==> src/adc_scan_pkg.sv <==
// Constants and carrier types shared by the scan sequencer and its conversion timer
// How it works
// - Scan mode converts the selected channels one after another, four channels at most.
// - Conversion starts when the start bit becomes 1, set by software, the pulse timer or a pin.
// - The group select picks the first channel: 00 gives channel 0, 01 channel 4, 10 channel 8.
// - Each finished result is written to the data register of the channel just converted.
// - After the last selected channel the end flag is set, and with irq enable an interrupt rises.
// - After a full pass the group restarts at its first channel while the start bit stays set.
// - Clearing the start bit stops conversion.
// - Start delay follows clock select: 18-33, 10-17, 6-9 or 4-5 states, slowest first.
// - Sampling is 127, 63, 31 or 15 states; conversion 515-530, 259-266, 131-134 or 67-68.
package adc_scan_pkg;
   localparam int NUM_CHANNELS  = 12;
   localparam int CHAN_W        = 4;
   localparam int RESULT_W      = 10;
   localparam int GROUP_MAX     = 4;
   localparam int TCOUNT_W      = 10;
   // Timing in states, slowest clock select (00) first; minimum figures are used
   localparam logic [TCOUNT_W-1:0] START_DELAY_00 = 10'h012;
   localparam logic [TCOUNT_W-1:0] START_DELAY_01 = 10'h00A;
   localparam logic [TCOUNT_W-1:0] START_DELAY_10 = 10'h006;
   localparam logic [TCOUNT_W-1:0] START_DELAY_11 = 10'h004;
   localparam logic [TCOUNT_W-1:0] SAMPLE_00      = 10'h07F;
   localparam logic [TCOUNT_W-1:0] SAMPLE_01      = 10'h03F;
   localparam logic [TCOUNT_W-1:0] SAMPLE_10      = 10'h01F;
   localparam logic [TCOUNT_W-1:0] SAMPLE_11      = 10'h00F;
   localparam logic [TCOUNT_W-1:0] CONV_TIME_00   = 10'h203;
   localparam logic [TCOUNT_W-1:0] CONV_TIME_01   = 10'h103;
   localparam logic [TCOUNT_W-1:0] CONV_TIME_10   = 10'h083;
   localparam logic [TCOUNT_W-1:0] CONV_TIME_11   = 10'h043;
   localparam logic [1:0]  GROUP_RESERVED = 2'h3;
   localparam logic        START_RESET    = 1'h0;
   localparam logic        FLAG_RESET     = 1'h0;
   localparam logic [RESULT_W-1:0] RESULT_RESET = 10'h000;

   typedef enum logic [1:0] {
      ST_IDLE   = 2'b00,
      ST_LAUNCH = 2'b01,
      ST_RUN    = 2'b10
   } seq_state_t;

   typedef enum logic [1:0] {
      TM_IDLE   = 2'b00,
      TM_DELAY  = 2'b01,
      TM_SAMPLE = 2'b10,
      TM_CONV   = 2'b11
   } timer_state_t;

   typedef struct packed {
      logic       scan_mode;
      logic       group_select_high;
      logic       group_select_low;
      logic [1:0] channel_count;
      logic       clock_select_high;
      logic       clock_select_low;
      logic       conversion_end_irq_enable;
      logic       timer_trigger_enable;
      logic       external_trigger_enable;
   } adc_config_t;
endpackage : adc_scan_pkg

==> src/adc_conversion_timer.sv <==
// Per-channel conversion timer: start delay, sampling window and conversion end
`timescale 1ns/10ps
module adc_conversion_timer (
   input  wire logic       clock,
   input  wire logic       rst,
   input  wire logic       launch,
   input  wire logic       abort,
   input  wire logic [1:0] clock_select,
   output logic            sampling,
   output logic            busy,
   output logic            done
);
   adc_scan_pkg::timer_state_t            state_q, state_d;
   logic [adc_scan_pkg::TCOUNT_W-1:0]     count_q, count_d;
   logic [adc_scan_pkg::TCOUNT_W-1:0]     delay_n, sample_n, conv_n;

   always_comb begin
      case (clock_select)
         2'h0: begin
            delay_n  = adc_scan_pkg::START_DELAY_00;
            sample_n = adc_scan_pkg::SAMPLE_00;
            conv_n   = adc_scan_pkg::CONV_TIME_00;
         end
         2'h1: begin
            delay_n  = adc_scan_pkg::START_DELAY_01;
            sample_n = adc_scan_pkg::SAMPLE_01;
            conv_n   = adc_scan_pkg::CONV_TIME_01;
         end
         2'h2: begin
            delay_n  = adc_scan_pkg::START_DELAY_10;
            sample_n = adc_scan_pkg::SAMPLE_10;
            conv_n   = adc_scan_pkg::CONV_TIME_10;
         end
         default: begin
            delay_n  = adc_scan_pkg::START_DELAY_11;
            sample_n = adc_scan_pkg::SAMPLE_11;
            conv_n   = adc_scan_pkg::CONV_TIME_11;
         end
      endcase
   end

   // Count restarts at each phase; conversion phase holds the rest of the total time
   always_comb begin
      state_d = state_q;
      count_d = count_q + 10'h001;
      done    = 1'b0;
      case (state_q)
         adc_scan_pkg::TM_IDLE: begin
            count_d = 10'h001;
            if (launch) begin
               state_d = adc_scan_pkg::TM_DELAY;
            end
         end
         adc_scan_pkg::TM_DELAY: begin
            if (count_q >= delay_n) begin
               state_d = adc_scan_pkg::TM_SAMPLE;
               count_d = 10'h001;
            end
         end
         adc_scan_pkg::TM_SAMPLE: begin
            if (count_q >= sample_n) begin
               state_d = adc_scan_pkg::TM_CONV;
               count_d = 10'h001;
            end
         end
         adc_scan_pkg::TM_CONV: begin
            if (count_q >= conv_n - delay_n - sample_n) begin
               state_d = adc_scan_pkg::TM_IDLE;
               done    = 1'b1;
            end
         end
         default: state_d = adc_scan_pkg::TM_IDLE;
      endcase
      if (abort) begin
         state_d = adc_scan_pkg::TM_IDLE;
         done    = 1'b0;
      end
   end

   always_ff @(posedge clock or posedge rst) begin
      if (rst) begin
         state_q <= adc_scan_pkg::TM_IDLE;
         count_q <= 10'h000;
      end else begin
         state_q <= state_d;
         count_q <= count_d;
      end
   end

   assign sampling = (state_q == adc_scan_pkg::TM_SAMPLE);
   assign busy     = (state_q != adc_scan_pkg::TM_IDLE);
endmodule : adc_conversion_timer

==> src/adc_scan_sequencer.sv <==
// Scan and single mode sequencer: start sources, channel order, result registers, end flag
`timescale 1ns/10ps
module adc_scan_sequencer #(
   parameter int NUM_CHANNELS = adc_scan_pkg::NUM_CHANNELS,
   parameter int RESULT_W     = adc_scan_pkg::RESULT_W
) (
   input  wire logic                         clock,
   input  wire logic                         rst,
   input  wire adc_scan_pkg::adc_config_t    config_in,
   input  wire logic                         software_start,
   input  wire logic                         software_stop,
   input  wire logic                         pulse_timer_unit_trigger,
   input  wire logic                         external_trigger_pin,
   input  wire logic                         end_flag_clear,
   input  wire logic [RESULT_W-1:0]          core_result,
   output logic                              conversion_start_bit,
   output logic                              conversion_end_flag,
   output logic                              conversion_end_interrupt,
   output logic [adc_scan_pkg::CHAN_W-1:0]   analog_channel,
   output logic                              sample_hold,
   output logic                              converter_busy,
   output logic [NUM_CHANNELS*RESULT_W-1:0]  result_regs
);
   adc_scan_pkg::seq_state_t             state_q, state_d;
   logic                                 start_q, start_d;
   logic                                 flag_q, flag_d;
   logic [adc_scan_pkg::CHAN_W-1:0]      chan_q, chan_d;
   logic [2:0]                           ext_sync_q;
   logic                                 ext_level_q, ext_level_d;
   logic                                 ext_rise;
   logic                                 start_set;
   logic                                 launch;
   logic                                 done;
   logic                                 sampling;
   logic                                 timer_busy;
   logic                                 store;
   logic [1:0]                           group;
   logic [adc_scan_pkg::CHAN_W-1:0]      first_chan;
   logic [adc_scan_pkg::CHAN_W-1:0]      last_chan;
   logic                                 at_last;

   // Pin passes three flops; the level moves only once the last two agree
   always_comb begin
      ext_level_d = ext_level_q;
      if (ext_sync_q[1] == ext_sync_q[2]) begin
         ext_level_d = ext_sync_q[2];
      end
   end
   assign ext_rise = ext_level_d & ~ext_level_q;

   always_ff @(posedge clock or posedge rst) begin
      if (rst) begin
         ext_sync_q  <= 3'h0;
         ext_level_q <= 1'b0;
      end else begin
         ext_sync_q  <= {ext_sync_q[1:0], external_trigger_pin};
         ext_level_q <= ext_level_d;
      end
   end

   assign start_set = software_start
                    | (pulse_timer_unit_trigger & config_in.timer_trigger_enable)
                    | (ext_rise & config_in.external_trigger_enable);

   // Reserved group code falls back to the lowest group rather than leaving the range
   assign group      = {config_in.group_select_high, config_in.group_select_low};
   assign first_chan = (group == adc_scan_pkg::GROUP_RESERVED) ? 4'h0
                                                               : {group, 2'b00};
   // Single mode converts one channel; scan mode up to four in a row
   assign last_chan  = first_chan + {2'b00, config_in.channel_count};
   assign at_last    = !config_in.scan_mode || (chan_q == last_chan);

   always_comb begin
      state_d = state_q;
      start_d = start_q;
      flag_d  = flag_q;
      chan_d  = chan_q;
      launch  = 1'b0;
      store   = 1'b0;
      if (end_flag_clear) begin
         flag_d = 1'b0;
      end
      case (state_q)
         adc_scan_pkg::ST_IDLE: begin
            if (start_q) begin
               chan_d  = config_in.scan_mode ? first_chan : last_chan;
               state_d = adc_scan_pkg::ST_LAUNCH;
            end
         end
         adc_scan_pkg::ST_LAUNCH: begin
            launch  = 1'b1;
            state_d = adc_scan_pkg::ST_RUN;
         end
         adc_scan_pkg::ST_RUN: begin
            if (done) begin
               store = 1'b1;
               if (at_last) begin
                  flag_d = 1'b1;
                  if (config_in.scan_mode) begin
                     chan_d  = first_chan;
                     state_d = adc_scan_pkg::ST_LAUNCH;
                  end else begin
                     start_d = 1'b0;
                     state_d = adc_scan_pkg::ST_IDLE;
                  end
               end else begin
                  chan_d  = chan_q + 4'h1;
                  state_d = adc_scan_pkg::ST_LAUNCH;
               end
            end
         end
         default: state_d = adc_scan_pkg::ST_IDLE;
      endcase
      if (software_stop) begin
         start_d = 1'b0;
      end
      // A trigger in the same cycle as a stop wins
      if (start_set) begin
         start_d = 1'b1;
      end
      if (!start_q && state_q != adc_scan_pkg::ST_IDLE) begin
         state_d = adc_scan_pkg::ST_IDLE;
         launch  = 1'b0;
         store   = 1'b0;
      end
   end

   always_ff @(posedge clock or posedge rst) begin
      if (rst) begin
         state_q <= adc_scan_pkg::ST_IDLE;
         start_q <= adc_scan_pkg::START_RESET;
         flag_q  <= adc_scan_pkg::FLAG_RESET;
         chan_q  <= 4'h0;
      end else begin
         state_q <= state_d;
         start_q <= start_d;
         flag_q  <= flag_d;
         chan_q  <= chan_d;
      end
   end

   adc_conversion_timer u_timer (
      .clock        (clock),
      .rst          (rst),
      .launch       (launch),
      .abort        (!start_q),
      .clock_select ({config_in.clock_select_high, config_in.clock_select_low}),
      .sampling     (sampling),
      .busy         (timer_busy),
      .done         (done)
   );

   genvar gi;
   generate
      for (gi = 0; gi < NUM_CHANNELS; gi++) begin : g_result
         logic [RESULT_W-1:0] data_q, data_d;
         always_comb begin
            data_d = data_q;
            if (store && chan_q == gi[adc_scan_pkg::CHAN_W-1:0]) begin
               data_d = core_result;
            end
         end
         always_ff @(posedge clock or posedge rst) begin
            if (rst) begin
               data_q <= adc_scan_pkg::RESULT_RESET;
            end else begin
               data_q <= data_d;
            end
         end
         assign result_regs[gi*RESULT_W +: RESULT_W] = data_q;
      end
   endgenerate

   assign conversion_start_bit     = start_q;
   assign conversion_end_flag      = flag_q;
   assign conversion_end_interrupt = flag_q & config_in.conversion_end_irq_enable;
   assign analog_channel           = chan_q;
   assign sample_hold              = sampling;
   assign converter_busy           = timer_busy;
endmodule : adc_scan_sequencer

==> config.mk <==
export PLATFORM = sky130hd
export DESIGN_NAME = adc_scan_sequencer
export DESIGN_NICKNAME = d
export VERILOG_FILES = /design/src/adc_scan_pkg.sv /design/src/adc_conversion_timer.sv /design/src/adc_scan_sequencer.sv
export SDC_FILE = /design/constraint.sdc
export NUM_CORES = 1
export LEC_CHECK = 0
export BUFFER_PORTS_ARGS = -buffer_cell sky130_fd_sc_hd__buf_2
export CORE_MARGIN = 3
export CORE_UTILIZATION = 54
export DETAILED_ROUTE_END_ITERATION = 7
export GPL_TIMING_DRIVEN = 1
export PLACE_DENSITY = 0.92
export SYNTH_ARGS = -nofsm -noshare
export SYNTH_HDL_FRONTEND = slang
export SYNTH_SLANG_ARGS = --single-unit
==> constraint.sdc <==
create_clock -name clock -period 5.58 [get_ports clock]
set_input_delay 1.116 -clock clock [delete_from_list [all_inputs] [get_ports clock]]
set_output_delay 1.116 -clock clock [all_outputs]
set_load 0.01 [all_outputs]
* After elaboration in Yosys (flattened, before gate mapping)
Cells that the tools add are included.
Cells by class: magnitude comparators 3, $add $sub $neg 5, reduce and logical (&&, ||, !) cells 30, divide/modulo/power cells 0, shift operators 0, mux-type cells 44, bitwise logic cells 7, eq/ne operators 31, multiply operators 0
Operators with widths (number):
- $pmux 10 s3 | 2
- $mux 4 | 6
- $pmux 7 s3 | 1
- $mux 1 | 20
- $mux 10 | 2
- $mux 2 | 9
- $eq 4x3->1 const B | 4
- $eq 4x4->1 const B | 4
- $pmux 5 s3 | 1
- $logic_and 1x1->1 | 13
- $ne 3x3->1 const B | 4
- $reduce_and 4->1 | 3
- $add 10x1->10 const B | 1
- $eq 2x2->1 const B | 5
- $ge 10x10->1 | 1
- $ge 10x5->1 | 1
- $ge 10x7->1 | 1
- $sub 10x5->10 | 1
- $sub 10x7->10 | 1
- $ne 3x2->1 const B | 3
- $reduce_bool 3->1 | 3
- $eq 4x2->1 const B | 2
- $pmux 2 s4 | 1
- $pmux 4 s2 | 1
- 18 further kinds | 30
Word-level totals: output and inout bits 129, input bits 27, memory bits (writable) 0, bits in latches 0, memories 0, bits in read-only memories 0, register bits 144

* Longest topological paths before layout
Gate-level depths: netlist of run 1.
depth after elaboration 12, mapped depth 12

* Hierarchy
Synthesis of run 1 repeated with hierarchy kept, for this count alone.
Unflattened totals: cells, all modules 474, area, all modules 6462.4 µm²
Modules (own cells, without submodules):
- adc_scan_sequencer | sequential area each 3303.2 µm², area an instance 5235.0 µm², times used 1, cells each 343
- adc_conversion_timer | sequential area each 300.3 µm², area an instance 1227.4 µm², times used 1, cells each 131

* Worst setup path before layout of run 1
Ideal clock, no wire load.
path kind input -> register, start point in config_in[3] (netlist name), end point reg g_result[4].data_q[0], setup slack 2172 ps, required time 5455 ps, buffers on the path 2, data arrival time 3283 ps, library setup time 125 ps, stages 12, cells stage by stage inv_1 -> ha_1 -> inv_1 -> ha_1 -> a211oi_2 -> nand2_2 -> nor4b_4 -> nor4_4 -> buf_6 -> and3_4 -> buf_12 -> mux2_4
On the way: longest elaborated chain between the ends 12, elaborated cells between the ends (all ways) 16
RTL lines:
- from (decl) | line adc_scan_sequencer.sv:9 | input wire adc_scan_pkg::adc_config_t config_in,
- $eq 2x2->1 (tied with other cells) | line adc_conversion_timer.sv:18 | case (clock_select)
- $pmux 5 s3 or $pmux 10 s3 (tied branches) | line adc_conversion_timer.sv:18
- $sub 10x5->10 | line adc_conversion_timer.sv:67 | if (count_q >= conv_n - delay_n - sample_n) begin
- $sub 10x7->10 (*) | line adc_conversion_timer.sv:67
- $ge 10x10->1 (*) | line adc_conversion_timer.sv:67
- $mux 1 (*) | line adc_conversion_timer.sv:67
- $mux 1 (*) | line adc_conversion_timer.sv:47 | case (state_q)
- $mux 1 (*) | line adc_conversion_timer.sv:74 | if (abort) begin
- $mux 1 (*) | line adc_scan_sequencer.sv:95 | if (done) begin
- $mux 1 (*) | line adc_scan_sequencer.sv:83 | case (state_q)
- $mux 1 (*) | line adc_scan_sequencer.sv:121 | if (!start_q && state_q != adc_scan_pkg::ST_IDLE) begin
- $logic_and 1x1->1 (*) | line adc_scan_sequencer.sv:159 | if (store && chan_q == gi[adc_scan_pkg::CHAN_W-1:0]) begin
- to (signal assigned) | line adc_scan_sequencer.sv:165 | data_q <= adc_scan_pkg::RESULT_RESET;
- to (signal assigned) | line adc_scan_sequencer.sv:167 | data_q <= data_d;
- to (decl) | line adc_scan_sequencer.sv:156 | logic [RESULT_W-1:0] data_q, data_d;
Mark *: on every way between the ends. The rest lies on a longest branch, timed or not. A chain may end at the register's enable or synchronous reset.

* Worst setup path in the final report of run 1
start point in config_in[3] (netlist name), end point reg g_result[3].data_q[5]
On the way: longest elaborated chain between the ends 12, elaborated cells between the ends (all ways) 16
RTL lines (line):
- $eq 2x2->1 (tied with other cells) | adc_conversion_timer.sv:18
- $pmux 5 s3 or $pmux 10 s3 (tied branches) | adc_conversion_timer.sv:18
- $sub 10x5->10 | adc_conversion_timer.sv:67
- $sub 10x7->10 (*) | adc_conversion_timer.sv:67
- $ge 10x10->1 (*) | adc_conversion_timer.sv:67
- $mux 1 (*) | adc_conversion_timer.sv:67
- $mux 1 (*) | adc_conversion_timer.sv:47
- $mux 1 (*) | adc_conversion_timer.sv:74
- $mux 1 (*) | adc_scan_sequencer.sv:95
- $mux 1 (*) | adc_scan_sequencer.sv:83
- $mux 1 (*) | adc_scan_sequencer.sv:121
- $logic_and 1x1->1 (*) | adc_scan_sequencer.sv:159
- to (signal assigned) | adc_scan_sequencer.sv:165
- to (signal assigned) | adc_scan_sequencer.sv:167
- to (decl) | adc_scan_sequencer.sv:156
Marks and branches as above.

==> results of run 1 <==
## layer usage
metal	up-vias	share of wire
li1	1940	-
met1	2166	0.41
met2	179	0.51
met3	29	0.059
met4	0	0.019
met5	-	0
## how the worst max path moves through the flow
stage / to / slack (ns) / from
after global routing: g_result[3].data_q[5] / 1.51 / config_in[3]
after detailed placement: g_result[3].data_q[5] / 1.26 / config_in[3]
after global placement: g_result[3].data_q[2] / 1.40 / config_in[3]
after floorplan: analog_channel[0] / 0.60 / rst
after CTS: g_result[3].data_q[5] / 1.68 / config_in[3]
final: g_result[3].data_q[5] / 1.65 / config_in[3]
## power groups by stage
stage | combinational, µW | sequential [µW] | clock [µW]
6_report | 413 | 1160 | 1190
5_1_grt | 464 | 1170 | 1240
4_1_cts | 413 | 1160 | 1200
3_5_place_dp | 410 | 1180 | 0
3_3_place_gp | 387 | 1170 | 0
2_1_floorplan | 296 | 1160 | 0
## worst max-delay path, cell delays in order
cell	delay, ns
buf_2	0.13
inv_1	0.10
ha_1	0.29
inv_1	0.04
ha_1	0.29
nand4_1	0.11
a21oi_2	0.18
nor4b_4	0.09
nor4_4	0.86
and3_1	0.61
mux2_2	0.41
## kinds of logic after synthesis
group,count (synthesis),share of synthesized area
buffers and inverters,42,0.03571
AO/OA/AOI/OAI,33,0.03421
multiplexers,125,0.2347
AND/OR/NAND/NOR,76,0.07540
adder cells (fa/ha/maj),33,0.06198
XOR/XNOR,10,0.01323
other,1,0.0005663
flip-flops,144,0.5442
## sequential cells by signal (all words and copies together), names as in the netlist
register	count
u_timer.state_q	2
conversion_end_flag	1
ext_level_q	1
u_timer.count_q	10
state_q	2
analog_channel	4
g_result.data_q	120
ext_sync_q	3
conversion_start_bit	1
## final cells by class
cell class / count / area share
well taps: 143 / 0.02225
repair buffers: 156 / 0.09739
clock inverters: 13 / 0.02271
inverters: 20 / 0.009956
clock buffers: 19 / 0.05383
multi-input cells: 278 / 0.3458
flip-flops and latches: 144 / 0.4480
## cells in the mapped netlist, types with 2 or more instances
cell type	instances	area share
nand4_1	2	0.0019
and3_1	3	0.0028
a21oi_1	11	0.0083
ha_1	32	0.060
o21ai_0	3	0.0023
xor2_1	7	0.0093
mux2_4	40	0.091
mux2_2	82	0.14
inv_1	20	0.011
nor3_1	3	0.0023
and3_2	2	0.0023
nand2_1	13	0.0074
nand3_4	4	0.011
nor2_1	17	0.0096
nand2b_1	4	0.0038
buf_2	5	0.0038
buf_12	4	0.012
and2_1	3	0.0028
nor4bb_1	2	0.0030
xnor2_1	3	0.0040
nor2b_1	4	0.0038
nand3_1	8	0.0060
a31oi_1	3	0.0028
mux2i_1	3	0.0045
and3_4	4	0.0068
clkbuf_1	11	0.0062
dfrtp_1	144	0.54
## layout by cell type, fill, tap and decap left out, drive strengths merged, types with 2 or more instances in the layout
| master | instances |
|---|---|
| a31oi | 3 |
| nor4bb | 2 |
| nand4 | 2 |
| xnor2 | 3 |
| and3 | 9 |
| nand3 | 12 |
| nand2 | 14 |
| nor3 | 3 |
| a211oi | 2 |
| and2 | 3 |
| inv | 24 |
| mux2i | 3 |
| clkinv | 4 |
| dfrtp | 144 |
| a21oi | 12 |
| xor2 | 7 |
| nor2 | 17 |
| ha | 32 |
| nand2b | 4 |
| o21ai | 3 |
| mux2 | 122 |
| clkbuf | 19 |
| nor2b | 4 |
| buf | 156 |
| bufinv | 4 |
## metrics by stage
step                      utilization  hold WS (ns)
after floorplan                     -        0.3312
after global placement         0.6342        0.3353
after detailed placement       0.6342        0.3464
after CTS                      0.6868        0.3593
after global routing           0.6868        0.3729
final                          0.6868        0.3551
==> flow_metrics.py, run 1 <==
metrics = {
    "power": {
        "finalPower_uw": 2758,
        "p_comb_frac": 0.150,
        "power.switching_uw": 762.0,
        "seqPwrFrac": 0.420,
        "clockPowerShare": 0.430,
        "p_leak_uw": 0.004466,
        "p_sw_frac": 0.2763,
        "power.density_mw_per_mm2": 342.9,
        "internal_power_uw": 1995,
        "irDropWorstVdd_mv": 0.2239,
    },
    "placed_design": {
        "place_inst": 741,
        "post-place-ws_ns": 1.264,
        "hpwl_um": 11030,
        "place_congestion": 0.9062,
        "port_buffers": 155,
        "placed_cell_area_mm2": 0.007427,
    },
    "timing": {
        "drv_slew": 0,
        "timing.fmax_mhz": 254.4,
        "grt_setup_unrepaired": "false",
        "fin_crit_sh": 0.7045,
        "hold_viol_final": 0,
        "finalClockSkew_ns": 0.009701,
        "max_slew.worst_pin.slew_ns": 0.9797,
        "relSlewSlack": 0.3420,
        "setup_viol": 0,
        "tns_ns": 0,
        "fin_ws_ns": 1.649,
        "min_period_ns": 3.931,
    },
    "layout": {
        "stdcell_area_mm2": 0.008043,
        "layout-drive-gt1-share": 0.5159,
        "nets": 676,
        "area_growth_pct": 21.47,
        "n_fill_cell": 788,
        "multi_input_area_mm2": 0.002781,
        "regArea_mm2": 0.003603,
        "diodes": 0,
        "final-instance-count-excl-fill": 773,
    },
    "global_routing": {
        "busiest_layer": "met2",
        "grt_antenna_before_repair": 0,
        "use_met1": 0.2928,
        "grt.overflow.total": 0,
        "first_global_vias": 4449,
        "use_met2": 0.4115,
        "grt_usage": 0.2384,
        "met3_usage": 0.05751,
        "grt_max_degree": 105,
        "grt_pass1_wl_um": 24220,
    },
    "setup_path": {
        "end_kind": "flip-flop",
        "rr_endpoint": "g_result[3].data_q[5]",
        "worstPathArrival_ns": 4.23,
        "reg2reg_from": "u_timer.count_q[5]",
        "worstSetupStartpointType": "primary input",
        "reg2reg_depth": 7,
        "crit_type": "primary input to flip-flop",
        "crit_required_ns": 5.88,
        "cp_max_fo": 14,
        "r2r_slack_ns": 2.38,
    },
    "synthesis": {
        "yosysUniqueCellTypes": 54,
        "synth_area_per_cell_um2": 14.27,
        "yosys_warnings": 0,
        "syn_nets": 523,
        "synth_area_mm2": 0.006621,
        "ys.flop_type": "dfrtp_1",
        "synth_edf_count": 0,
        "synth_cells": 464,
        "async_flop_share": 1.000,
        "synth_seq_area_share": 0.5442,
        "ys_ff_latch": 144,
    },
    "clock_tree": {
        "clock-root-buffer": "clkbuf_16",
        "cts_buffers": 17,
        "clock_path_buffers": 2,
        "cts_setup_buffers": 0,
        "ctsHoldBuffers": 0,
        "cts_resized": 0,
        "clkLatencyLatePin_ns": 0.42,
        "cts_tree": "yes",
        "clock-sinks": 144,
        "h-tree-depth": 4,
        "clk_pin_slew_ns": 0.06,
    },
    "run_status": {
        "status": "complete, no violations",
    },
    "floorplanning": {
        "die_w_um": 116.7,
        "initial_core_util": 0.5654,
        "rows": 39,
        "io_pins": 156,
        "core_mm2": 0.01171,
        "die-area_mm2": 0.01363,
        "dieHeight_um": 116.7,
    },
    "drt": {
        "detail_route.drc_violations": 0,
        "vias": 4314,
        "drt_wl_total_um": 15780,
        "dr.pass1.iters": 4,
        "wl_per_cell_um": 20.41,
        "drt_iter0_markers": 313,
        "vias_per_cell": 5.581,
        "ant_nets": 0,
    },
    "hold_path": {
        "hold_start": "ext_sync_q[0]",
        "hold_class": "flip-flop to flip-flop",
        "whs_endpoint": "ext_sync_q[1]",
        "holdPathStages": 0,
    },
    "flow_run": {
        "cap_violations": 0,
    },
}
(Power assumes the default switching activity.)
==> run 2, diff against run 1 <==
Settings changed: ABC_AREA set to 1.
Clock period 5.58 ns to 3.9 ns, I/O delays scaled along.
==> run 2 against run 1 <==
Clock power increased by 42%; synthesized area increased by 3.6%; total power increased by 42%; routed wire length increased by 11%; clock skew increased by 0.0026 ns; first-iteration DRC count increased by 34%; critical path depth increased by 6; critical path type unchanged; global-route usage increased by 1.7 points.
==> flow_metrics.py, run 2 <==
metrics = {
    "floorplanning": {
        "initial_core_util": 0.5619,
        "io_pins": 156,
        "core_mm2": 0.01221,
        "die_w_um": 118.7,
        "rows": 40,
        "dieHeight_um": 118.7,
        "die-area_mm2": 0.01410,
    },
    "clock_tree": {
        "h-tree-depth": 4,
        "cts_tree": "yes",
        "clock_path_buffers": 2,
        "cts_resized": 0,
        "clkLatencyLatePin_ns": 0.42,
        "clock-sinks": 144,
        "cts_buffers": 17,
        "clock-root-buffer": "clkbuf_16",
        "cts_setup_buffers": 0,
        "clk_pin_slew_ns": 0.06,
        "ctsHoldBuffers": 0,
    },
    "timing": {
        "fin_crit_sh": 0.7283,
        "finalClockSkew_ns": 0.01233,
        "hold_viol_final": 0,
        "relSlewSlack": 0.4697,
        "min_period_ns": 2.840,
        "fin_ws_ns": 1.060,
        "grt_setup_unrepaired": "false",
        "setup_viol": 0,
        "drv_slew": 0,
        "timing.fmax_mhz": 352.1,
        "tns_ns": 0,
        "max_slew.worst_pin.slew_ns": 0.7955,
    },
    "setup_path": {
        "path_delay_family": "simple AND/OR/NAND/NOR gates",
        "crit_required_ns": 4.20,
        "cp_slowest_cell": "buf_4",
        "worstPathArrival_ns": 3.14,
        "crit_type": "primary input to flip-flop",
        "crit_buf_inv": 5,
        "end_kind": "flip-flop",
        "worstSetupStartpointType": "primary input",
        "cp_common_cell": "nand2_1",
        "cp_max_fo": 11,
        "cp_slowest_stage_delay_ns": 0.32,
        "cp_cell_sequence": "buf_2, inv_1, ha_1, inv_1, ha_1, nand2_1, nand2_1, nand2_1, nand2_1, nand2_1, nand3_2, nand3_4, buf_4, nor2_8, clkinv_2, nand2_1, nand2_1",
    },
    "drt": {
        "drt_wl_total_um": 17450,
        "detail_route.drc_violations": 0,
        "dr.pass1.iters": 5,
        "wl_per_cell_um": 15.13,
        "vias_per_cell": 5.060,
        "drt_iter0_markers": 420,
        "ant_nets": 0,
        "vias": 5834,
    },
    "synthesis": {
        "synth_common_cells": "nand2_1, dfrtp_1, inv_1",
        "synth_seq_area_share": 0.5252,
        "yosysTopAreaCell": "dfrtp_1",
        "synth_area_mm2": 0.006862,
        "yosysTopAreaCellShare": 0.5252,
        "synth_most_common_cell": "nand2_1",
        "ys_ff_latch": 144,
        "syn_nets": 876,
        "yosys-top-cells-area": "dfrtp_1, nand2_1, ha_1",
        "synth_edf_count": 0,
        "synth_cells": 817,
        "ys.flop_type": "dfrtp_1",
        "synth_area_per_cell_um2": 8.399,
        "yosysUniqueCellTypes": 30,
        "async_flop_share": 1.000,
        "yosys_warnings": 0,
    },
    "global_routing": {
        "grt_usage": 0.2555,
        "grt.overflow.total": 0,
        "first_global_vias": 5788,
        "grt_max_degree": 145,
        "grt_pass1_wl_um": 28610,
        "grt_antenna_before_repair": 0,
    },
    "run_status": {
        "status": "complete, no violations",
    },
    "layout": {
        "largest_register_ffs": 120,
        "area_growth_pct": 21.23,
        "layout-drive-gt1-share": 0.2274,
        "fin_util": 0.6811,
        "final-instance-count-excl-fill": 1153,
        "final_common_cell": "nand2_1",
        "nets": 1031,
        "diodes": 0,
        "stdcell_area_mm2": 0.008318,
        "mostFrequentLayoutCells": "nand2_1, buf_2, dfrtp_1",
        "regMostFlops": "g_result.data_q",
    },
    "power": {
        "p_leak_uw": 0.005275,
        "irDropWorstVdd_mv": 0.3037,
        "power.density_mw_per_mm2": 471.3,
    },
    "flow_run": {
        "cap_violations": 0,
    },
    "placed_design": {
        "hpwl_um": 11870,
        "port_buffers": 155,
        "placed_cell_area_mm2": 0.007694,
        "post-place-ws_ns": 0.6680,
        "place_congestion": 0.8927,
        "place_inst": 1121,
    },
    "hold_path": {
        "hold_class": "flip-flop to flip-flop",
    },
}
run 2: changes by cell type after synthesis, sizes merged, moves of 11 or more:
cell	previous run	this run
buf	11	25
mux2	122	0
nor2	17	40
clkbuf	11	0
inv	20	60
nand3	12	29
nand2	14	439
run 2: layout make-up:
type                       count  area [µm²]
timing repair buffer         161       833.3
clock buffer                  21       470.5
inverter                      68       269.0
tap                          168       210.2
fill                         960        3894
multi-input combinational    580        2778
sequential                   144        3603
clock inverter                11       153.9
run 2: routing by layer:
layer  wire length [µm]  track usage  up-vias
met5                  0            0        -
met4                584       0.1079        0
met3               1256      0.07847       53
met2               8470       0.4142      219
met1               7137       0.3177     2764
li1                   -            -     2798
run 2: worst reg2reg max path: cells and delay by family (launching register included):
kind                       cells  cell delay, ns
adders and majority gates      1            0.33
DFF                            1            0.45
and+or+nand+nor                8            1.05
buffers and inverters          2            0.50
run 2: stage by stage:
step	hold WS (ns)	total power, µW
finish	0.3486	3920
global route	0.3569	4110
CTS	0.3507	3950
detailed placement	0.3379	2254
global placement	0.3365	2234
floorplan	0.3312	2084
run 2: cell families after synthesis:
kind of cell	count (synthesis)	share of synthesized area
xor+xnor	7	0.008935
compound gates	15	0.01149
simple gates	524	0.3240
buf+inv	93	0.07002
fa+ha+maj	33	0.05981
flops	144	0.5252
other cells	1	0.0005465
run 2: report_power, final:
part	leakage (µW)	total, µW	switching, µW	internal, µW
clock	0.000300	1690	625	1060
sequential	0.00199	1630	81.2	1550
combinational	0.00299	604	399	205
total	0.00528	3920	1110	2810
run 2: worst paths after layout:
path	slack [ns]	end	cells past startpoint	startpoint
min in group asynchronous	0.55	g_result[8].data_q[2]	3	rst
min	0.35	ext_sync_q[1]	0	ext_sync_q[0]
min reg2reg	0.35	ext_sync_q[1]	0	ext_sync_q[0]
max in group asynchronous	2.73	ext_sync_q[1]	3	rst
max	1.06	g_result[4].data_q[6]	17	config_in[3]
max reg2reg	1.47	g_result[4].data_q[6]	11	u_timer.count_q[5]
